`config.mk`:
```
export PLATFORM = sky130hd
export DESIGN_NAME = network_association_filter
export DESIGN_NICKNAME = d
export VERILOG_FILES = /design/src/assoc_pkg.sv /design/src/id_list_if.sv /design/src/network_association_filter.sv /design/src/id_store.sv
export SDC_FILE = /design/constraint.sdc
export NUM_CORES = 2
export LEC_CHECK = 0
export BUFFER_PORTS_ARGS = -buffer_cell sky130_fd_sc_hd__buf_2
export CAP_MARGIN = 10
export CORE_MARGIN = 4
export CORE_UTILIZATION = 45
export CTS_CLUSTER_DIAMETER = 150
export DETAILED_ROUTE_END_ITERATION = 6
export PLACE_DENSITY = 0.67
export REMOVE_ABC_BUFFERS = 1
export SETUP_SLACK_MARGIN = 0.02
export SYNTH_ARGS = -nofsm -noshare
export SYNTH_HDL_FRONTEND = slang
export SYNTH_SLANG_ARGS = --single-unit
```
`constraint.sdc`:
```
create_clock -name clk_sys -period 9.6 [get_ports clk_sys]
set_clock_uncertainty 0.05 [all_clocks]
set_input_delay 0.96 -clock clk_sys [delete_from_list [all_inputs] [get_ports clk_sys]]
set_output_delay 0.96 -clock clk_sys [all_outputs]
set_load 0.01 [all_outputs]
```
`src/assoc_pkg.sv`:
```
package assoc_pkg;
  // identifier and list geometry
  localparam int ID_W = 32;
  localparam int MAX_IDS = 60;
  localparam int PAYLOAD_W = 8;
  localparam int MODE_W = 3;
  localparam logic [2:0] MODE_RST = 3'h0;
  // clock rate, cycles per millisecond at 50 MHz
  localparam longint CLK_PER_MS = 50000;
  // user pulse and hold thresholds, in milliseconds
  localparam longint LEARN_MIN_MS = 20;
  localparam longint ERASE_HOLD_MS = 10000;
  // learning window length
  localparam longint LEARN_TIMEOUT_MS = 10000;
  // success blink: half period and number of pulses
  localparam longint CONFIRM_HALF_MS = 100;
  localparam logic [2:0] CONFIRM_PULSES = 3'h3;
  // list-empty pattern: total length and half period
  localparam longint ERASE_SHOW_MS = 2000;
  localparam longint ERASE_HALF_MS = 50;
  // derived cycle counts, exact multiples so no rounding is lost
  localparam logic [31:0] LEARN_MIN_CYC = 32'(LEARN_MIN_MS * CLK_PER_MS);
  localparam logic [31:0] ERASE_HOLD_CYC = 32'(ERASE_HOLD_MS * CLK_PER_MS);
  localparam logic [31:0] LEARN_TIMEOUT_CYC = 32'(LEARN_TIMEOUT_MS * CLK_PER_MS);
  localparam logic [31:0] CONFIRM_HALF_CYC = 32'(CONFIRM_HALF_MS * CLK_PER_MS);
  localparam logic [31:0] ERASE_SHOW_CYC = 32'(ERASE_SHOW_MS * CLK_PER_MS);
  localparam logic [31:0] ERASE_HALF_CYC = 32'(ERASE_HALF_MS * CLK_PER_MS);

  // controller states
  typedef enum logic [2:0] {
    st_reset_hold,
    st_idle,
    st_learn,
    st_confirm,
    st_exit,
    st_erase_show
  } assoc_state_t;

  // network modes are the odd receive modes above 1: 3, 5 and 7
  function automatic logic is_net_mode(input logic [2:0] mode);
    is_net_mode = (mode == 3'h3) || (mode == 3'h5) || (mode == 3'h7);
  endfunction
endpackage

```
`src/id_list_if.sv`:
```
`timescale 1ns/100ps
// link between the controller and the identifier store
interface id_list_if #(
  parameter int ID_W = 32,
  parameter int MAX_IDS = 60
);
  localparam int CNT_W = $clog2(MAX_IDS + 1);
  logic [ID_W-1:0] lookup_id; // sender under test
  logic hit; // sender already stored
  logic full; // no free entry
  logic [CNT_W-1:0] count; // entries in use
  logic wr_en; // store lookup_id
  logic clr; // wipe whole list
  modport store (input lookup_id, input wr_en, input clr, output hit, output full, output count);
  modport ctrl (output lookup_id, output wr_en, output clr, input hit, input full, input count);
endinterface

```
`src/network_association_filter.sv`:
```
`timescale 1ns/100ps
// Functional notes
// - high pulse of 20 ms, release starts learning
// - learning drives association pin high as output
// - store first sender id, drop its payload
// - blink pin three times after new id
// - exit on learn or 10 s; low, then input
// - at most 60 ids, no single delete
// - 10 s hold then release erases list
// - fast alternating pin pattern after erase
// - network modes forward only listed senders
// - empty list in network mode forwards nothing
// - filtering applies in modes 3, 5, 7
// - active-low reset pin holds device idle
// - straps resampled at each reset release
// - straps ignored between resets
// - 32-bit serial id stored and compared
module network_association_filter
  import assoc_pkg::*;
#(
  parameter logic [31:0] LEARN_MIN = LEARN_MIN_CYC, // shortest learn pulse
  parameter logic [31:0] ERASE_HOLD = ERASE_HOLD_CYC, // erase hold length
  parameter logic [31:0] LEARN_TIMEOUT = LEARN_TIMEOUT_CYC, // learning window
  parameter logic [31:0] CONFIRM_HALF = CONFIRM_HALF_CYC, // blink half period
  parameter logic [31:0] ERASE_SHOW = ERASE_SHOW_CYC, // empty pattern length
  parameter logic [31:0] ERASE_HALF = ERASE_HALF_CYC // empty pattern half period
) (
  input wire logic clk_sys,
  input wire logic rst,
  input wire logic reset_pin_n,
  input wire logic [MODE_W-1:0] mode_strap,
  input wire logic learn_pin_i,
  output logic learn_pin_o,
  output logic learn_pin_oe,
  input wire logic rx_valid,
  input wire logic [ID_W-1:0] rx_sender_id,
  input wire logic [PAYLOAD_W-1:0] rx_payload,
  output logic fwd_valid,
  output logic [PAYLOAD_W-1:0] fwd_payload,
  output logic [MODE_W-1:0] op_mode,
  output logic learning,
  output logic list_empty
);
  // pin synchronisers, first stage read only by second
  logic [1:0] learn_sync_ff;
  logic [1:0] rstpin_sync_ff;
  logic [MODE_W-1:0] strap_meta_ff;
  logic [MODE_W-1:0] strap_sync_ff;
  logic learn_s; // synchronised association pin
  logic rstpin_s; // synchronised reset pin, high = run

  // controller state and counters
  assoc_state_t state_ff;
  assoc_state_t nxt_state;
  logic [31:0] hold_ff; // cycles the pin has been high
  logic [31:0] timer_ff; // per-state elapsed cycles
  logic [31:0] half_ff; // blink half-period counter
  logic [2:0] phase_ff; // blink halves done
  logic blink_ff; // erase pattern level
  logic [MODE_W-1:0] mode_ff; // latched operating mode
  logic strap_take; // reset release sample point
  logic pin_fall; // end of a user hold
  logic half_done; // blink half period elapsed

  // registered outputs
  logic learn_o_ff;
  logic learn_oe_ff;
  logic fwd_valid_ff;
  logic [PAYLOAD_W-1:0] fwd_payload_ff;
  logic learning_ff;
  logic list_empty_ff;

  id_list_if #(.ID_W(ID_W), .MAX_IDS(MAX_IDS)) lst ();

  id_store #(.DEPTH(MAX_IDS)) u_store (
    .clk_sys(clk_sys),
    .rst(rst),
    .lst(lst)
  );

  // two-stage capture of asynchronous pins
  always_ff @(posedge clk_sys) begin
    if (rst) begin
      learn_sync_ff <= 2'h0;
      rstpin_sync_ff <= 2'h0;
      strap_meta_ff <= MODE_RST;
      strap_sync_ff <= MODE_RST;
    end else begin
      learn_sync_ff <= {learn_sync_ff[0], learn_pin_i};
      rstpin_sync_ff <= {rstpin_sync_ff[0], reset_pin_n};
      strap_meta_ff <= mode_strap;
      strap_sync_ff <= strap_meta_ff;
    end
  end

  assign learn_s = learn_sync_ff[1];
  assign rstpin_s = rstpin_sync_ff[1];
  // our own drive would read back high, so only idle sees the user
  assign pin_fall = (state_ff == st_idle) && !learn_s && (hold_ff != 32'h0);
  assign strap_take = (state_ff == st_reset_hold) && rstpin_s;
  assign half_done = (state_ff == st_confirm) ? (half_ff >= CONFIRM_HALF - 32'h1)
                                              : (half_ff >= ERASE_HALF - 32'h1);

  // list port: packets are always looked up by sender
  assign lst.lookup_id = rx_sender_id;
  // first packet in window is learned
  assign lst.wr_en = (state_ff == st_learn) && rx_valid;
  assign lst.clr = pin_fall && (hold_ff >= ERASE_HOLD);

  // next state
  always_comb begin
    nxt_state = state_ff;
    case (state_ff)
      st_reset_hold: begin
        // run once reset pin is high
        if (rstpin_s) begin
          nxt_state = st_idle;
        end
      end
      st_idle: begin
        if (pin_fall) begin
          if (hold_ff >= ERASE_HOLD) begin
            nxt_state = st_erase_show;
          end else if (hold_ff >= LEARN_MIN) begin
            nxt_state = st_learn;
          end
        end
      end
      st_learn: begin
        if (rx_valid) begin
          // nothing new stored, leave at once
          nxt_state = (lst.hit || lst.full) ? st_exit : st_confirm;
        end else if (timer_ff >= LEARN_TIMEOUT - 32'h1) begin
          nxt_state = st_exit;
        end
      end
      st_confirm: begin
        if (half_done && (phase_ff == 3'((CONFIRM_PULSES << 1) - 3'h1))) begin
          nxt_state = st_exit;
        end
      end
      st_exit: begin
        nxt_state = st_idle;
      end
      st_erase_show: begin
        if (timer_ff >= ERASE_SHOW - 32'h1) begin
          nxt_state = st_idle;
        end
      end
      default: begin
        nxt_state = st_reset_hold;
      end
    endcase
  end

  // state register; a low reset pin overrides the next state, rst overrides both
  always_ff @(posedge clk_sys) begin
    if (rst) begin
      state_ff <= st_reset_hold;
    end else if (!rstpin_s) begin
      // held in reset while pin low
      state_ff <= st_reset_hold;
    end else begin
      state_ff <= nxt_state;
    end
  end

  always_ff @(posedge clk_sys) begin
    if (rst) begin
      mode_ff <= MODE_RST;
    end else if (strap_take) begin
      mode_ff <= strap_sync_ff;
    end
  end

  always_ff @(posedge clk_sys) begin
    if (rst) begin
      hold_ff <= 32'h0;
    end else if (state_ff != st_idle || !learn_s) begin
      hold_ff <= 32'h0;
    end else if (hold_ff != 32'hFFFF_FFFF) begin
      hold_ff <= hold_ff + 32'h1;
    end
  end

  // elapsed time in the current state
  always_ff @(posedge clk_sys) begin
    if (rst) begin
      timer_ff <= 32'h0;
    end else if (nxt_state != state_ff || !rstpin_s) begin
      timer_ff <= 32'h0;
    end else begin
      timer_ff <= timer_ff + 32'h1;
    end
  end

  // blink timing shared by confirm and erase patterns
  always_ff @(posedge clk_sys) begin
    if (rst) begin
      half_ff <= 32'h0;
      phase_ff <= 3'h0;
      blink_ff <= 1'b0;
    end else if (state_ff != st_confirm && state_ff != st_erase_show) begin
      half_ff <= 32'h0;
      phase_ff <= 3'h0;
      blink_ff <= 1'b1;
    end else if (half_done) begin
      half_ff <= 32'h0;
      phase_ff <= phase_ff + 3'h1;
      blink_ff <= !blink_ff;
    end else begin
      half_ff <= half_ff + 32'h1;
    end
  end

  // association pin drive
  always_ff @(posedge clk_sys) begin
    if (rst) begin
      learn_o_ff <= 1'b0;
      learn_oe_ff <= 1'b0;
    end else begin
      case (state_ff)
        st_learn: begin
          learn_oe_ff <= 1'b1;
          learn_o_ff <= 1'b1;
        end
        st_confirm: begin
          // even halves on, odd halves off
          learn_oe_ff <= 1'b1;
          learn_o_ff <= !phase_ff[0];
        end
        st_exit: begin
          learn_oe_ff <= 1'b1;
          learn_o_ff <= 1'b0;
        end
        st_erase_show: begin
          learn_oe_ff <= 1'b1;
          learn_o_ff <= blink_ff;
        end
        default: begin
          learn_oe_ff <= 1'b0;
          learn_o_ff <= 1'b0;
        end
      endcase
    end
  end

  // receive filter
  always_ff @(posedge clk_sys) begin
    if (rst) begin
      fwd_valid_ff <= 1'b0;
      fwd_payload_ff <= '0;
    end else begin
      fwd_valid_ff <= rx_valid && (state_ff == st_idle) && rstpin_s &&
                      (!is_net_mode(mode_ff) || (lst.count != '0 && lst.hit));
      if (rx_valid) begin
        fwd_payload_ff <= rx_payload;
      end
    end
  end

  // status flags
  always_ff @(posedge clk_sys) begin
    if (rst) begin
      learning_ff <= 1'b0;
      list_empty_ff <= 1'b1;
    end else begin
      learning_ff <= (state_ff == st_learn);
      list_empty_ff <= (lst.count == '0);
    end
  end

  assign learn_pin_o = learn_o_ff;
  assign learn_pin_oe = learn_oe_ff;
  assign fwd_valid = fwd_valid_ff;
  assign fwd_payload = fwd_payload_ff;
  assign op_mode = mode_ff;
  assign learning = learning_ff;
  assign list_empty = list_empty_ff;
endmodule

```
`src/id_store.sv`:
```
`timescale 1ns/100ps
// learned identifier list with parallel lookup
module id_store
  import assoc_pkg::*;
#(
  parameter int DEPTH = MAX_IDS
) (
  input wire logic clk_sys,
  input wire logic rst,
  id_list_if.store lst
);
  localparam int CW = $clog2(DEPTH + 1);
  logic [ID_W-1:0] mem [DEPTH]; // stored identifiers, no reset needed
  logic [CW-1:0] count_ff; // entries in use
  logic [DEPTH-1:0] match; // per-entry compare

  // compare every live entry at once; entries above count are stale
  for (genvar i = 0; i < DEPTH; i++) begin : g_cmp
    assign match[i] = (CW'(i) < count_ff) && (mem[i] == lst.lookup_id);
  end

  assign lst.hit = |match;
  assign lst.full = (count_ff == CW'(DEPTH));
  assign lst.count = count_ff;

  always_ff @(posedge clk_sys) begin
    if (rst) begin
      count_ff <= '0;
    end else if (lst.clr) begin
      count_ff <= '0;
    end else if (lst.wr_en && !lst.hit && !lst.full) begin
      count_ff <= count_ff + CW'(1);
    end
  end

  always_ff @(posedge clk_sys) begin
    if (lst.wr_en && !lst.hit && !lst.full && !lst.clr) begin
      mem[count_ff] <= lst.lookup_id;
    end
  end
endmodule

```
==> parameters.txt <==
Parameter                              Value

Run status
  Run status    finished, final reports clean

STA
  Slew at the pin closest to its max-slew limit    1.35 ns
  Final Cycle Share    64.8%
  RSZ-0062 raised after global routing    no
  Total negative slack    0 ns
  Final setup violation count    0
  Final count of pins violating max slew    0
  Worst slack on hold paths    0.283 ns
  Achievable clock frequency    161 MHz
  Post-layout min period    6.22 ns
  Hold Vio Cnt, Final    0
  Relative slew slack    10.1%

Yosys
  Count of different cell masters after synthesis    66
  Synth Cell Area    86900 sq um
  Area share of the largest cell type after synthesis    66.4%
  Ys flop type    sky130_fd_sc_hd__edfxtp_1
  Post-synth top cells    sky130_fd_sc_hd__edfxtp_1 (1920), sky130_fd_sc_hd__xnor2_1 (1245), sky130_fd_sc_hd__xor2_1 (754)
  Fraction of registers with async set or reset after synthesis    0%
  Syn Inst Count    5630
  Largest area contributor in the netlist    sky130_fd_sc_hd__edfxtp_1
  Most frequent cell after synthesis    sky130_fd_sc_hd__edfxtp_1
  Total number of yosys warnings    0
  Synthesized area per cell    15.4 sq um
  Flops & latches, synth    2055
  Number of enable-type register cells in the synthesized netlist    1920
  Cell types with the largest area share after synthesis    sky130_fd_sc_hd__edfxtp_1 (66%), sky130_fd_sc_hd__xnor2_1 (13%), sky130_fd_sc_hd__xor2_1 (7.6%)
  Register area share after synthesis    69.5%

Finish
  Final cell utilization of the core    51.3%
  Area growth from synthesis to layout    12.7%
  Share of post-route cells with drive strength above 1    10.9%
  Fill cell total of the finished layout    15627
  Total Nets Final    5918
  Finished layout cell area    97900 sq um

Job
  Number of maximum-capacitance violations    0

Detailed routing
  Total number of vias    47684
  Post-Route WL    221 mm
  Post-detailed-route via-to-cell ratio    5.58
  Number of routed nets with antenna violations    0
  Avg WL per Cell    25.9 um
  Starting DRC count in detailed routing    5454
  Detailed Routing Iterations Pass 1    6
  Detailed-route DRC error count    0

Clock network
  Clock edge transition at the registers on the reported setup and hold paths    0.06 ns
  TritonCTS buffer count    203
  Post-CTS Setup Inserts    0
  Cts repair resizes    0
  Total of hold buffers inserted after clock tree synthesis    0
  TritonCTS clock tree    yes
  Clk_lat worst skew    0.86 ns
  Clock Tree Buf Depth    3
  Clock root buffer    sky130_fd_sc_hd__clkbuf_16
  Sink count of the clock tree    2055
  Number of H-tree levels    4

Power and ir drop
  Standby leakage power    0.0302 uW
  Power per Cell Area    189 nW/um^2
  Worst-case vdd ir drop    0.000178 V

Die
  Top-level port count    64
  Number of placement rows    160
  Die Y    447 um
  Area of the die    200000 sq um
  Initial Util    45.5%
  Width of the die    447 um
  Total core area    191000 sq um

Worst setup path
  WP data required    10.08 ns
  Worst setup path class    flip-flop to flip-flop
  Arrival @ worst endpoint    6.70 ns
  Crit path capture type    flip-flop
  Crit-path max FO    20
  Startpoint types    flip-flop

GRT
  Wire length of the first global-routing pass    322 mm
  Overall fraction of global-route tracks in use    21.9%
  Pin count of the biggest net entering global routing    60
  Via count of the first global-routing pass    46329
  Initial antenna violation count    6
  Total gr overflow    0

Place
  Detailed-placement wirelength estimate    128 mm
  RePlAce Congestion    0.808
  Port-buffer cells    63
  Area post-placement    91500 sq um

Min path
  Tightest Hold Check Type    input pin to flip-flop
## stage by stage
step,setup WS (ns),total power [uW],std cells
CTS,3.62,18600,8544
finish,3.38,18500,8546
global placement,2.87,10900,8165
floorplan,2.47,10300,5359
global route,3.32,19100,8546
detailed placement,2.97,10900,8166
## layer usage
| metal | part of all wire [%] | GRT usage, % |
|---|---|---|
| met5 | 0 | 0 |
| met4 | 2.1 | 5.45 |
| met3 | 7.7 | 3.45 |
| met2 | 47 | 34.8 |
| met1 | 43 | 31.6 |
## layout by cell type (no fill, tap or decap), types with 8 or more instances in the layout
| cell type | count |
|---|---|
| sky130_fd_sc_hd__nand4_1 | 339 |
| sky130_fd_sc_hd__nor2b_1 | 20 |
| sky130_fd_sc_hd__o21ai_0 | 19 |
| sky130_fd_sc_hd__nand3_1 | 105 |
| sky130_fd_sc_hd__edfxtp_1 | 1920 |
| sky130_fd_sc_hd__nor3_2 | 51 |
| sky130_fd_sc_hd__buf_6 | 34 |
| sky130_fd_sc_hd__o2111ai_1 | 17 |
| sky130_fd_sc_hd__buf_12 | 24 |
| sky130_fd_sc_hd__or3_1 | 15 |
| sky130_fd_sc_hd__clkinv_2 | 32 |
| sky130_fd_sc_hd__buf_4 | 208 |
| sky130_fd_sc_hd__clkinv_1 | 58 |
| sky130_fd_sc_hd__nor4_1 | 218 |
| sky130_fd_sc_hd__nand2_1 | 67 |
| sky130_fd_sc_hd__and4_1 | 11 |
| sky130_fd_sc_hd__mux2i_1 | 12 |
| sky130_fd_sc_hd__ha_1 | 9 |
| sky130_fd_sc_hd__and3_1 | 21 |
| sky130_fd_sc_hd__xnor2_1 | 1245 |
| sky130_fd_sc_hd__xor2_1 | 754 |
| sky130_fd_sc_hd__nor2_1 | 148 |
| sky130_fd_sc_hd__buf_2 | 31 |
| sky130_fd_sc_hd__clkbuf_1 | 40 |
| sky130_fd_sc_hd__or4_1 | 12 |
| sky130_fd_sc_hd__clkbuf_16 | 205 |
| sky130_fd_sc_hd__bufinv_16 | 14 |
| sky130_fd_sc_hd__dfxtp_1 | 132 |
| sky130_fd_sc_hd__nor3_1 | 81 |
| sky130_fd_sc_hd__inv_6 | 9 |
| sky130_fd_sc_hd__inv_1 | 20 |
| sky130_fd_sc_hd__a21oi_1 | 27 |
| sky130_fd_sc_hd__nor3_4 | 8 |
| sky130_fd_sc_hd__conb_1 | 9 |
## logic make-up (layout without fill, tap and decap cells)
logic type | Yosys count | after routing | share of synthesized area, %
AO/OA/AOI/OAI | 117 | 117 | 0.928
XOR/XNOR | 1999 | 1999 | 20.2
adder cells (fa/ha/maj) | 9 | 9 | 0.130
buffers and inverters | 299 | 695 | 1.79
flip-flops | 2055 | 2055 | 69.5
multiplexers | 12 | 12 | 0.138
other | 1 | 10 | 0.00432
AND/OR/NAND/NOR | 1138 | 1138 | 7.37
## sequential cells by signal, indices dropped and copies added (netlist names), 2 cells and up
register	flops
half_ff	32
rstpin_sync_ff	2
phase_ff	3
timer_ff	32
u_store.lst.count	6
hold_ff	32
state_ff	3
fwd_payload	8
strap_sync_ff	3
strap_meta_ff	3
u_store.mem	1920
learn_sync_ff	2
op_mode	3
## critical path, cell delays in order, from the launching register on
cell and delay (ns):
sky130_fd_sc_hd__dfxtp_2 0.48, sky130_fd_sc_hd__buf_4 0.33, sky130_fd_sc_hd__a31oi_2 0.83, sky130_fd_sc_hd__a2111oi_0 0.27, sky130_fd_sc_hd__nand3_1 0.22, sky130_fd_sc_hd__o2111ai_1 0.31, sky130_fd_sc_hd__nor4_1 1.05, sky130_fd_sc_hd__and4_1 0.43
sky130_fd_sc_hd__nand3_2 0.36, sky130_fd_sc_hd__buf_4 0.36, sky130_fd_sc_hd__nor3_2 0.74, sky130_fd_sc_hd__buf_4 0.41
## final timing paths
kind              cells after the start                 start                  end  slack (ns)
setup reg to reg                     11  u_store.lst.count[5]  u_store.mem[38][19]        3.38
hold / removal                        2         mode_strap[1]     strap_meta_ff[1]        0.28
setup / recovery                     11  u_store.lst.count[5]  u_store.mem[38][19]        3.38
hold reg to reg                       1      strap_meta_ff[0]     strap_sync_ff[0]        0.39
## cell type report
cell class	count	area, sq um	area share, %
tap	2511	3140	3.21
antenna	1	2.50	0.00256
multi-input combinational	3284	25300	25.9
sequential	2055	60400	61.7
timing repair buffer	297	2580	2.64
clock buffer	252	5380	5.49
inverter	20	75.1	0.0767
clock inverter	126	1040	1.07
## power breakdown
part / leakage, uW / internal, uW / switching (uW) / total, uW
logic: 0.00876 / 313 / 653 / 966
registers: 0.0183 / 9780 / 2.34 / 9790
clock network: 0.00313 / 4350 / 3390 / 7740
No activity file was read; power rests on OpenSTA's default activity.
